## config.mk

```make
export PLATFORM = sky130hd
export DESIGN_NAME = dcpp_channel
export DESIGN_NICKNAME = d
export VERILOG_FILES = /design/src/rtl/dcpp_pkg.sv /design/src/rtl/dcpp_count_if.sv /design/src/rtl/dcpp_progress_counter.sv /design/src/rtl/dcpp_pair_buffer.sv /design/src/rtl/dcpp_channel.sv
export VERILOG_INCLUDE_DIRS = /design/src /design/src/rtl
export SDC_FILE = /design/constraint.sdc
export NUM_CORES = 1
export LEC_CHECK = 0
export ABC_CLOCK_PERIOD_IN_PS = 4660
export BUFFER_PORTS_ARGS = -buffer_cell sky130_fd_sc_hd__buf_2
export CORE_UTILIZATION = 50
export CTS_BUF_LIST = sky130_fd_sc_hd__clkbuf_8 sky130_fd_sc_hd__clkbuf_16
export CTS_CLUSTER_DIAMETER = 150
export DETAILED_ROUTE_END_ITERATION = 10
export GPL_ROUTABILITY_DRIVEN = 0
export GPL_TIMING_DRIVEN = 1
export PLACE_DENSITY = 0.74
export SLEW_MARGIN = 0
export SYNTH_ARGS = -nofsm -noshare
export SYNTH_HDL_FRONTEND = slang
export SYNTH_SLANG_ARGS = --single-unit
```

## constraint.sdc

```tcl
create_clock -name ref_clk -period 4.66 [get_ports ref_clk]
set_input_delay 0.466 -clock ref_clk [delete_from_list [all_inputs] [get_ports ref_clk]]
set_output_delay 0.466 -clock ref_clk [all_outputs]
set_load 0.03 [all_outputs]
```

## src/rtl/dcpp_defs.svh

```systemverilog
// Register offsets, field layouts, reset values and counts
`ifndef DCPP_DEFS_SVH
`define DCPP_DEFS_SVH
`define DCPP_PTR_W 16
`define DCPP_ADDR_W 8
`define DCPP_DATA_W 8
`define DCPP_BUF_DEPTH 2
`define DCPP_OFS_SRC_PROG 8'h00
`define DCPP_OFS_DST_PROG 8'h04
`define DCPP_OFS_EVT_SIZE 8'h08
`define DCPP_OFS_EVT_PROG 8'h0C
`define DCPP_OFS_STATUS 8'h10
`define DCPP_OFS_CONTROL 8'h14
`define DCPP_OFS_CELL_COUNT 8'h18
`define DCPP_RST_WORD 32'h0000_0000
`define DCPP_RST_FIELD 16'h0000
`define DCPP_BEAT_BYTES 16'h0001
`define DCPP_CTRL_TRIG_BIT 0
`define DCPP_CTRL_ABORT_BIT 1
`define DCPP_CTRL_MCLR_BIT 2
`define DCPP_STAT_ACTIVE_BIT 0
`define DCPP_STAT_HOLD_BIT 1
`define DCPP_STAT_MATCH_BIT 2
`define DCPP_STAT_PEND_BIT 3
`endif

```

## src/rtl/dcpp_pkg.sv

```systemverilog
// Types shared by the progress-pointer channel
package dcpp_pkg;
  `include "dcpp_defs.svh"

  typedef enum logic {
    DCPP_IDLE = 1'b0,
    DCPP_RUN = 1'b1
  } dcpp_phase_type;

  typedef struct packed {
    dcpp_phase_type phase;
    logic [`DCPP_PTR_W-1:0] cell_size;
    logic [`DCPP_PTR_W-1:0] cell_count;
    logic [31:0] rdata;
    logic src_ready;
    logic cell_done;
    logic match_seen;
    logic pending;
    logic sw_trig;
  } dcpp_top_type;
endpackage

```

## src/rtl/dcpp_count_if.sv

```systemverilog
// Control and value of one progress counter
`timescale 1ns/10ps
interface dcpp_count_if #(parameter int W = 16);
  logic clear;
  logic advance;
  logic [W-1:0] step;
  logic [W-1:0] limit;
  logic [W-1:0] value;
  logic reach;
  modport owner(output clear, advance, step, limit, input value, reach);
  modport counter(input clear, advance, step, limit, output value, reach);
endinterface

```

## src/rtl/dcpp_progress_counter.sv

```systemverilog
// Byte offset counter that wraps at a programmable span
`timescale 1ns/10ps
module dcpp_progress_counter #(
  parameter int W = 16
) (
  input wire logic ref_clk,
  input wire logic rst,
  input wire logic clk_en,
  dcpp_count_if.counter cnt
);
  typedef struct packed {
    logic [W-1:0] value;
  } dcpp_cnt_state_type;

  dcpp_cnt_state_type state_reg;
  dcpp_cnt_state_type state_next;
  logic [W:0] sum;
  logic [W:0] span;

  // A zero limit stands for the full 2**W span
  always_comb begin
    sum = {1'b0, state_reg.value} + {1'b0, cnt.step};
    span = (cnt.limit == '0) ? {1'b1, {W{1'b0}}} : {1'b0, cnt.limit};
    cnt.reach = cnt.advance && (sum >= span);
    state_next = state_reg;
    if (cnt.clear) begin
      state_next.value = '0;
    end else if (cnt.advance) begin
      state_next.value = cnt.reach ? '0 : sum[W-1:0];
    end
  end

  always_ff @(posedge ref_clk or posedge rst) begin
    if (rst) begin
      state_reg <= '0;
    end else if (clk_en) begin
      state_reg <= state_next;
    end
  end

  assign cnt.value = state_reg.value;
endmodule

```

## src/rtl/dcpp_pair_buffer.sv

```systemverilog
// Small shifting FIFO with valid and ready on both sides
`timescale 1ns/10ps
module dcpp_pair_buffer #(
  parameter int W = 8,
  parameter int DEPTH = 2
) (
  input wire logic ref_clk,
  input wire logic rst,
  input wire logic clk_en,
  input wire logic in_valid,
  input wire logic [W-1:0] in_data,
  output logic in_ready,
  output logic out_valid,
  output logic [W-1:0] out_data,
  input wire logic out_ready
);
  localparam int CW = $clog2(DEPTH + 1);

  typedef struct packed {
    logic [DEPTH-1:0][W-1:0] slot;
    logic [CW-1:0] count;
    logic valid;
  } dcpp_buf_state_type;

  dcpp_buf_state_type state_reg;
  dcpp_buf_state_type state_next;
  logic push;
  logic pop;
  logic [CW-1:0] idx;

  // in_ready looks at the next fill so a registered ready upstream is safe
  always_comb begin
    state_next = state_reg;
    pop = state_reg.valid && out_ready;
    push = in_valid && (state_reg.count != CW'(DEPTH));
    idx = state_reg.count - CW'(pop);
    if (pop) begin
      for (int i = 0; i < DEPTH - 1; i++) begin
        state_next.slot[i] = state_reg.slot[i+1];
      end
    end
    if (push) begin
      state_next.slot[idx] = in_data;
    end
    state_next.count = state_reg.count + CW'(push) - CW'(pop);
    state_next.valid = (state_next.count != '0);
    in_ready = (state_next.count != CW'(DEPTH));
  end

  always_ff @(posedge ref_clk or posedge rst) begin
    if (rst) begin
      state_reg <= '0;
    end else if (clk_en) begin
      state_reg <= state_next;
    end
  end

  assign out_valid = state_reg.valid;
  assign out_data = state_reg.slot[0];
endmodule

```

## src/rtl/dcpp_channel.sv

```systemverilog
// One DMA channel's source, destination and cell progress tracking
`timescale 1ns/10ps
module dcpp_channel
  import dcpp_pkg::*;
#(
  parameter int PTR_W = `DCPP_PTR_W,
  parameter int DATA_W = `DCPP_DATA_W,
  parameter int BUF_DEPTH = `DCPP_BUF_DEPTH
) (
  input wire logic ref_clk,
  input wire logic rst,
  input wire logic clk_en,
  input wire logic [`DCPP_ADDR_W-1:0] reg_addr,
  input wire logic [31:0] reg_wdata,
  input wire logic reg_wr,
  input wire logic reg_rd,
  output logic [31:0] reg_rdata,
  input wire logic [PTR_W-1:0] source_size_field,
  input wire logic [PTR_W-1:0] dest_size_field,
  input wire logic start_event,
  input wire logic pattern_mode,
  input wire logic pattern_match,
  input wire logic src_valid,
  input wire logic [DATA_W-1:0] src_data,
  output logic src_ready,
  output logic dst_valid,
  output logic [DATA_W-1:0] dst_data,
  input wire logic dst_ready,
  output logic [PTR_W-1:0] src_offset,
  output logic [PTR_W-1:0] dst_offset,
  output logic cell_active,
  output logic cell_done
);
  dcpp_top_type state_reg;
  dcpp_top_type state_next;

  dcpp_count_if #(.W(PTR_W)) src_cnt();
  dcpp_count_if #(.W(PTR_W)) dst_cnt();
  dcpp_count_if #(.W(PTR_W)) cell_cnt();

  logic accept;
  logic drain;
  logic pattern_hit;
  logic trigger;
  logic starting;
  logic cell_end;
  logic buf_in_ready;
  logic wr_size;
  logic wr_ctrl;

  dcpp_progress_counter #(.W(PTR_W)) u_src_ptr (
    .ref_clk(ref_clk),
    .rst(rst),
    .clk_en(clk_en),
    .cnt(src_cnt)
  );

  dcpp_progress_counter #(.W(PTR_W)) u_dst_ptr (
    .ref_clk(ref_clk),
    .rst(rst),
    .clk_en(clk_en),
    .cnt(dst_cnt)
  );

  dcpp_progress_counter #(.W(PTR_W)) u_cell_ptr (
    .ref_clk(ref_clk),
    .rst(rst),
    .clk_en(clk_en),
    .cnt(cell_cnt)
  );

  // Two entries let the destination stall for a cycle with no lost byte
  dcpp_pair_buffer #(.W(DATA_W), .DEPTH(BUF_DEPTH)) u_buf (
    .ref_clk(ref_clk),
    .rst(rst),
    .clk_en(clk_en),
    .in_valid(accept),
    .in_data(src_data),
    .in_ready(buf_in_ready),
    .out_valid(dst_valid),
    .out_data(dst_data),
    .out_ready(dst_ready)
  );

  // Source side: one byte per accepted beat
  assign accept = src_valid && state_reg.src_ready;
  assign drain = dst_valid && dst_ready;
  assign pattern_hit = pattern_mode && pattern_match;
  assign trigger = start_event || state_reg.sw_trig;
  assign wr_size = reg_wr && (reg_addr == `DCPP_OFS_EVT_SIZE);
  assign wr_ctrl = reg_wr && (reg_addr == `DCPP_OFS_CONTROL);

  // Source pointer wraps within the programmed source size, zero = 65,536
  assign src_cnt.clear = pattern_hit;
  assign src_cnt.advance = accept;
  assign src_cnt.step = `DCPP_BEAT_BYTES;
  assign src_cnt.limit = source_size_field;

  assign dst_cnt.clear = 1'b0;
  assign dst_cnt.advance = drain;
  assign dst_cnt.step = `DCPP_BEAT_BYTES;
  assign dst_cnt.limit = dest_size_field;

  // The cell counter's wrap marks the last byte of the cell
  assign cell_cnt.clear = pattern_hit || starting;
  assign cell_cnt.advance = accept;
  assign cell_cnt.step = `DCPP_BEAT_BYTES;
  assign cell_cnt.limit = state_reg.cell_size;
  assign cell_end = cell_cnt.reach && !pattern_hit;

  always_comb begin
    state_next = state_reg;
    state_next.cell_done = 1'b0;
    state_next.sw_trig = 1'b0;
    state_next.rdata = `DCPP_RST_WORD;
    starting = 1'b0;

    if (wr_size) begin
      state_next.cell_size = reg_wdata[PTR_W-1:0];
    end
    if (wr_ctrl && reg_wdata[`DCPP_CTRL_TRIG_BIT]) begin
      state_next.sw_trig = 1'b1;
    end
    if (wr_ctrl && reg_wdata[`DCPP_CTRL_MCLR_BIT]) begin
      state_next.match_seen = 1'b0;
    end
    if (pattern_hit) begin
      state_next.match_seen = 1'b1;
    end

    // A trigger during a running cell is held for one start after the cell ends by size or match
    unique case (state_reg.phase)
      DCPP_IDLE: begin
        if (trigger || state_reg.pending) begin
          starting = 1'b1;
          state_next.pending = 1'b0;
          state_next.phase = DCPP_RUN;
        end
      end
      DCPP_RUN: begin
        if (trigger) begin
          state_next.pending = 1'b1;
        end
        if (cell_end) begin
          state_next.phase = DCPP_IDLE;
          state_next.cell_done = 1'b1;
          state_next.cell_count = state_reg.cell_count + 16'h0001;
        end else if (pattern_hit) begin
          state_next.phase = DCPP_IDLE;
        end
      end
    endcase

    // A trigger landing in the abort cycle is kept, not lost
    if (wr_ctrl && reg_wdata[`DCPP_CTRL_ABORT_BIT]) begin
      state_next.phase = DCPP_IDLE;
      state_next.pending = trigger;
    end
    if (reg_wr && (reg_addr == `DCPP_OFS_CELL_COUNT)) begin
      state_next.cell_count = `DCPP_RST_FIELD;
    end

    // Ready is registered, so it only opens when room is certain
    state_next.src_ready = (state_next.phase == DCPP_RUN) && buf_in_ready;

    // Read data stands for exactly the cycle after the strobe
    if (reg_rd) begin
      unique case (reg_addr)
        `DCPP_OFS_SRC_PROG:
          state_next.rdata = {16'h0000, src_cnt.value};
        `DCPP_OFS_DST_PROG:
          state_next.rdata = {16'h0000, dst_cnt.value};
        `DCPP_OFS_EVT_SIZE:
          state_next.rdata = {16'h0000, state_reg.cell_size};
        `DCPP_OFS_EVT_PROG:
          state_next.rdata = {16'h0000, cell_cnt.value};
        `DCPP_OFS_STATUS: begin
          state_next.rdata[`DCPP_STAT_ACTIVE_BIT] =
            (state_reg.phase == DCPP_RUN);
          state_next.rdata[`DCPP_STAT_HOLD_BIT] = dst_valid;
          state_next.rdata[`DCPP_STAT_MATCH_BIT] = state_reg.match_seen;
          state_next.rdata[`DCPP_STAT_PEND_BIT] = state_reg.pending;
        end
        `DCPP_OFS_CELL_COUNT:
          state_next.rdata = {16'h0000, state_reg.cell_count};
        default:
          state_next.rdata = `DCPP_RST_WORD;
      endcase
    end
  end

  always_ff @(posedge ref_clk or posedge rst) begin
    if (rst) begin
      state_reg <= '0;
    end else if (clk_en) begin
      state_reg <= state_next;
    end
  end

  assign reg_rdata = state_reg.rdata;
  assign src_ready = state_reg.src_ready;
  assign src_offset = src_cnt.value;
  assign dst_offset = dst_cnt.value;
  assign cell_active = (state_reg.phase == DCPP_RUN);
  assign cell_done = state_reg.cell_done;
endmodule

```

==> flow_summary.yaml, run 1 <==
critical_path:
  ff2ff_path_depth: 13
  cp.arrival_ns: 4.48
  cp_data_required_time_ns: 4.97
  reg2reg_setup_slack_ns: 0.49
  path_max_fanout: 9
  crit_start: "u_cell_ptr.cnt.value[0]$_DFFE_PP0P_"
  r2r_end: "state_reg[48]$_DFFE_PP0P_"
  worstSetupStartpointType: "flip-flop"
  crit_chain: "ha_1, nand3_1, nor2_1, and3_1, nand3_1, xnor2_1, ha_1, a211oi_1, nor2_1, o31a_1, o311ai_2, nor2_1, a22o_1"
  timing.rr.start: "u_cell_ptr.cnt.value[0]$_DFFE_PP0P_"
  crit_type: "flip-flop to flip-flop"
  worstSetupEndpoint: "state_reg[48]$_DFFE_PP0P_"
  end_kind: "flip-flop"
  cp_slowest_cell: "o311ai_2"
  cp_common_cell: "nor2_1"
  critPathMaxStageDelay_ns: 0.66
synth:
  synthFlopType: "dfrtp_1"
  yosysUniqueCellTypes: 65
  avgSynthCellArea_um2: 9.01
  synthArstFlopShare: 1.00
  syn_inst: 900
  synth_area_leaders: "dfrtp_1, ha_1, nand2_1, buf_4, inv_1"
  synth_area_um2: 8110
  ys_seq_elements: 121
  netlist.area_leader.share: 0.373
  yosys_warnings: 0
  synth_top_cell_by_area: "dfrtp_1"
  yosysSeqAreaShare: 0.373
  synth-edff-count: 0
power:
  power.static_leakage_nw: 4.79
  powerDensity_nw_per_um2: 411
  vdd_drop_max_mv: 0.431
sta:
  fin_setup_tns_ns: 0
  period_share: 0.895
  tightest_slew_ns: 1.22
  fmax_mhz: 240
  maxSlewViolCount: 0
  period_minus_slack_ns: 4.17
  finalSetupViolations: 0
  slew_headroom: 0.181
  fin_skew_ns: 0.00763
  finalHoldViolCount: 0
  setup_ws_ns: 0.490
  rsz0062_at_grt: "false"
cells_and_area:
  filler_cell_count: 1442
  multiInputGateArea_um2: 4450
  largest_reg_flops: 19
  fin_nets: 1149
  register_area_um2: 3030
  n_antenna_cell: 0
  layout.cells.non_filler: 1230
  drive_gt1_frac: 0.203
  syn_to_final_growth_pct: 14.7
drt:
  drt_iter0_markers: 618
  dr.pass1.iters: 6
  ant_nets: 0
  wl_um: 22000
  wl_per_cell_um: 17.9
  viasPerCell: 5.93
  vias: 7296
  drc: 0
cts:
  postCtsSetupBuffers: 0
  clk_pin_slew_ns: 0.06
  postCtsHoldBufs: 1
  cts_root_buffer: "clkbuf_16"
  cts_sinks: 121
  cts_buffers: 17
  h-tree-depth: 4
  ctsLongestPathBuffers: 2
  cts.repair.resized: 0
  cts_tree: "built"
  insertion_delay_ns: 0.42
place:
  place.port_buffers: 133
  dp_hpwl_um: 16400
  preCtsSetupSlack_ns: 0.538
  dp_cells: 1197
die:
  rows: 46
  die_w_um: 129
  dieArea_um2: 16700
  io_pins: 166
  core-area_um2: 15900
  die_h_um: 129
  initial_utilization: 0.510
global_routing:
  met2_usage: 0.415
  grt_overflow: 0
  grt_use_total: 0.273
  grt_max_degree: 60
  first_global_vias: 6628
  grt_util_met1: 0.389
  grt.busiest_layer: "met2"
  grt_pass1_wl_um: 34800
  met3_usage: 0.0491
  antenna_found_initial: 0
job:
  cap_viol_max_count: 0
run_status:
  status: "completed"
hold_path:
  hp-class: "input pin to flip-flop"
[per-layer routing]
layer / up-vias / part of all wire
met5: - / 0
met4: 0 / 0.025
met3: 36 / 0.065
met2: 274 / 0.46
met1: 3535 / 0.45
li1: 3451 / -
[how the worst min path moves through the flow]
stage,startpoint,endpoint,slack [ns],cells after the start
after floorplan,state_reg[2]$_DFFE_PP0P_,state_reg[2]$_DFFE_PP0P_,0.45,2
after global placement,rst,u_buf.state_reg[18]$_DFFE_PP0P_,0.39,2
after detailed placement,rst,u_buf.state_reg[18]$_DFFE_PP0P_,0.39,2
after CTS,reg_wdata[8],cell_cnt.limit[8]$_DFFE_PP0P_,0.25,3
after global routing,reg_wdata[9],cell_cnt.limit[9]$_DFFE_PP0P_,0.27,3
final,reg_wdata[8],cell_cnt.limit[8]$_DFFE_PP0P_,0.26,3
[power breakdown]
group | internal (W) | switching (W)
Combinational | 0.000425 | 0.000683
Sequential | 0.00121 | 0.000215
Clock | 0.000784 | 0.000507
Total | 0.00241 | 0.00140
[synthesized netlist by cell type (12+ instances only)]
| library cell | instances |
|---|---|
| dfrtp_1 | 121 |
| nand2_1 | 96 |
| inv_1 | 70 |
| ha_1 | 58 |
| o21ai_0 | 50 |
| a21oi_1 | 40 |
| buf_4 | 40 |
| nor2_1 | 40 |
| a21o_1 | 29 |
| nand3_1 | 29 |
| clkbuf_1 | 25 |
| a22oi_1 | 24 |
| xnor2_1 | 21 |
| a22o_1 | 20 |
| nand4_1 | 19 |
| nor4_1 | 17 |
| and3_1 | 16 |
| xor2_1 | 16 |
| a31oi_1 | 13 |
| nand2b_1 | 13 |
| a222oi_1 | 12 |
[layout by cell type, fill, tap and decap left out, drive strengths merged, types with 24 or more instances in the layout]
cell,count
a21o,29
a21oi,40
a22oi,24
buf,137
dfrtp,121
ha,58
inv,70
nand2,96
nand3,29
nor2,41
o21ai,53
[stage by stage]
step           utilization  cell area, um^2  total power (W)  hold WS [ns]
2_1_floorplan            -             8160          0.00224         0.449
3_3_place_gp         0.548             8710          0.00249         0.390
3_5_place_dp         0.548             8710          0.00253         0.390
4_1_cts              0.585             9300          0.00383         0.246
5_1_grt              0.585             9300          0.00402         0.266
6_report             0.585             9300          0.00382         0.258
[cell families after synthesis]
group           count (synthesis)  share of synthesized area
xor+xnor                       37                     0.0400
mux                            13                     0.0176
other cells                     1                   0.000463
simple gates                  288                      0.186
fa+ha+maj                      58                     0.0895
buf+inv                       141                     0.0853
flops                         121                      0.373
compound gates                241                      0.207
[layout make-up]
| class | instances | share of cell area |
|---|---|---|
| multi-input combinational | 653 | 0.479 |
| sequential | 121 | 0.326 |
| timing repair buffer | 138 | 0.0759 |
| clock buffer | 17 | 0.0457 |
| tap | 216 | 0.0291 |
| inverter | 70 | 0.0285 |
| clock inverter | 15 | 0.0167 |
[worst max-delay path: cells and delay by family, from the launching register on]
kind	cells	cell delay [ns]
adder cells (fa/ha/maj)	2	0.57
flip-flops	1	0.46
AND/OR/NAND/NOR	6	1.29
XOR/XNOR	1	0.24
AO/OA/AOI/OAI	4	1.51
No activity file was read; power rests on OpenSTA's default activity.
==> run 2: changes to the inputs <==
--- a/config.mk
+++ b/config.mk
@@ -6,6 +6,7 @@
 export SDC_FILE = /design/constraint.sdc
 export NUM_CORES = 1
 export LEC_CHECK = 0
+export ABC_AREA = 1
 export ABC_CLOCK_PERIOD_IN_PS = 4660
 export BUFFER_PORTS_ARGS = -buffer_cell sky130_fd_sc_hd__buf_2
 export CORE_UTILIZATION = 50
@@ -14,7 +15,7 @@
 export DETAILED_ROUTE_END_ITERATION = 10
 export GPL_ROUTABILITY_DRIVEN = 0
 export GPL_TIMING_DRIVEN = 1
-export PLACE_DENSITY = 0.74
+export PLACE_DENSITY = 0.73
 export SLEW_MARGIN = 0
 export SYNTH_ARGS = -nofsm -noshare
 export SYNTH_HDL_FRONTEND = slang
==> run 2 against run 1 <==
Effect of this change:
- combinational power shrank 26%
- power shrank 9.0%
- die area grew 7.7%
- utilization grew 0.63 points
- sequential cell count is the same
- area after synthesis grew 7.8%
- clock skew grew 0.0014 ns
- critical path depth grew 6
- first-iteration DRC count grew 22%
- critical path type unchanged
- largest cell class unchanged
- largest power group is now the clock network
==> flow_summary.yaml, run 2 <==
run_status:
  status: "completed"
synth:
  synth-edff-count: 0
  yosys_warnings: 0
  yosysSeqAreaShare: 0.346
  syn_inst: 1205
  ys_seq_elements: 121
  netlist.area_leader.share: 0.346
  avgSynthCellArea_um2: 7.25
  synthArstFlopShare: 1.00
  synth_area_um2: 8740
  synth_area_leaders: "dfrtp_1, nand2_1, ha_1, inv_1, xor2_1"
  yosysUniqueCellTypes: 45
  synthTopCellsByCount: "nand2_1, inv_1, dfrtp_1"
  synth_top_cell_by_area: "dfrtp_1"
  synthFlopType: "dfrtp_1"
  yosysMostFrequentCell: "nand2_1"
drt:
  wl_per_cell_um: 15.3
  drc: 0
  viasPerCell: 5.35
  ant_nets: 0
  wl_um: 23500
  dr.pass1.iters: 6
  vias: 8238
  drt_iter0_markers: 755
power:
  combPwrFrac: 0.236
  swShare: 0.352
  p_seq_frac: 0.370
  vdd_drop_max_mv: 0.333
  power.static_leakage_nw: 5.48
  p_switching_w: 0.00122
  powerDensity_nw_per_um2: 349
  p_int_w: 0.00225
  power_w: 0.00347
  p_clk_frac: 0.394
sta:
  finalHoldViolCount: 0
  fin_skew_ns: 0.00907
  maxSlewViolCount: 0
  tightest_slew_ns: 1.36
  fmax_mhz: 293
  period_minus_slack_ns: 3.42
  finalSetupViolations: 0
  fin_setup_tns_ns: 0
  period_share: 0.733
  slew_headroom: 0.0942
  rsz0062_at_grt: "false"
critical_path:
  timing.rr.start: "u_cell_ptr.cnt.value[0]$_DFFE_PP0P_"
  cp_common_cell: "nand2_1"
  reg2reg_setup_slack_ns: 1.24
  r2r_end: "state_reg[39]$_DFFE_PP0P_"
  cp.arrival_ns: 3.75
  crit_family: "simple AND/OR/NAND/NOR gates"
  end_kind: "flip-flop"
  path_max_fanout: 21
  critPathMaxStageDelay_ns: 0.46
  crit_start: "u_cell_ptr.cnt.value[0]$_DFFE_PP0P_"
  ff2ff_path_depth: 19
  worstSetupStartpointType: "flip-flop"
  crit_chain: "ha_1, nand2_1, nor2_1, nand3_1, nor2_1, nand2_1, xor2_1, ha_1, nand2_1, nor2_1, nand2_1, nor2_1, nor2_1, nand2_1, nand3_1, buf_4, nand2_2, nand2_1, o21ai_1"
  critPathBufInv: 1
  cp_slowest_cell: "dfrtp_1"
  cp_data_required_time_ns: 4.99
  crit_type: "flip-flop to flip-flop"
global_routing:
  antenna_found_initial: 0
  grt_pass1_wl_um: 37900
  grt_use_total: 0.269
  grt_overflow: 0
  first_global_vias: 7556
  grt_max_degree: 68
die:
  dieArea_um2: 18000
  rows: 47
  io_pins: 166
  die_w_um: 134
  initial_utilization: 0.520
  core-area_um2: 16800
  die_h_um: 134
cts:
  insertion_delay_ns: 0.43
  h-tree-depth: 4
  clk_pin_slew_ns: 0.06
  cts_sinks: 121
  cts.repair.resized: 0
  postCtsHoldBufs: 0
  cts_buffers: 17
  ctsLongestPathBuffers: 2
  postCtsSetupBuffers: 0
  cts_root_buffer: "clkbuf_16"
  cts_tree: "built"
cells_and_area:
  drive_gt1_frac: 0.157
  syn_to_final_growth_pct: 13.9
  fin_nets: 1456
  most-common-layout-cells: "nand2_1, inv_1, buf_2, dfrtp_1, nor2_1"
  n_antenna_cell: 0
  final_common_cell: "nand2_1"
  largest_reg_flops: 19
place:
  dp_hpwl_um: 18200
  place.port_buffers: 133
job:
  cap_viol_max_count: 0
hold_path:
  hp-class: "input pin to asynchronous set/reset pin"
## run 2: stage by stage
step                hold slack [ns]  std cells   util  cell area (um^2)  setup WS, ns
floorplan                     0.450       1220      -              8800         0.980
global placement              0.459       1509  0.556              9350          1.34
detailed placement            0.461       1509  0.556              9350          1.32
CTS                           0.245       1541  0.592              9950          1.27
global route                  0.273       1541  0.592              9950         0.890
finish                        0.183       1541  0.592              9950          1.24
## run 2: cells by family after synthesis
family	synth area share
mux	0.0115
fa+ha+maj	0.0830
compound gates	0.0922
buf+inv	0.128
xor+xnor	0.0451
other cells	0.000429
simple gates	0.293
flops	0.346
## run 2: cell type report
class                           instances  area (um^2)
Fill cell                            1572         6870
Multi-Input combinational cell        848         4650
Sequential cell                       121         3030
Timing Repair Buffer                  137          708
Inverter                              183          689
Clock buffer                           17          425
Tap cell                              220          275
Clock inverter                         15          179
## run 2: worst max-delay path by stage
stage                                           to  slack, ns  cells after the start
2_1_floorplan              cell_active$_DFFE_PP0P_       0.98                      1
3_3_place_gp             state_reg[49]$_DFFE_PP0P_       1.34                     20
3_5_place_dp   u_dst_ptr.cnt.value[10]$_DFFE_PP0P_       1.32                     15
4_1_cts                  state_reg[39]$_DFFE_PP0P_       1.27                     19
5_1_grt                  state_reg[39]$_DFFE_PP0P_       0.89                     19
6_report                 state_reg[39]$_DFFE_PP0P_       1.24                     19
## run 2: power by group through the flow
| stage | registers [W] | logic, W | clock network (W) |
|---|---|---|---|
| after global routing | 0.00130 | 0.000920 | 0.00142 |
| final | 0.00129 | 0.000820 | 0.00137 |
| after detailed placement | 0.00130 | 0.000822 | 0 |
| after global placement | 0.00130 | 0.000801 | 0 |
| after floorplan | 0.00134 | 0.000584 | 0 |
| after CTS | 0.00129 | 0.000824 | 0.00138 |
## run 2: layer usage
metal / up-vias / part of all wire / GRT usage
met3: 40 / 0.078 / 0.0571
met1: 3813 / 0.46 / 0.377
li1: 4069 / - / -
met5: - / 0 / 0
met2: 316 / 0.44 / 0.413
met4: 0 / 0.021 / 0.0874
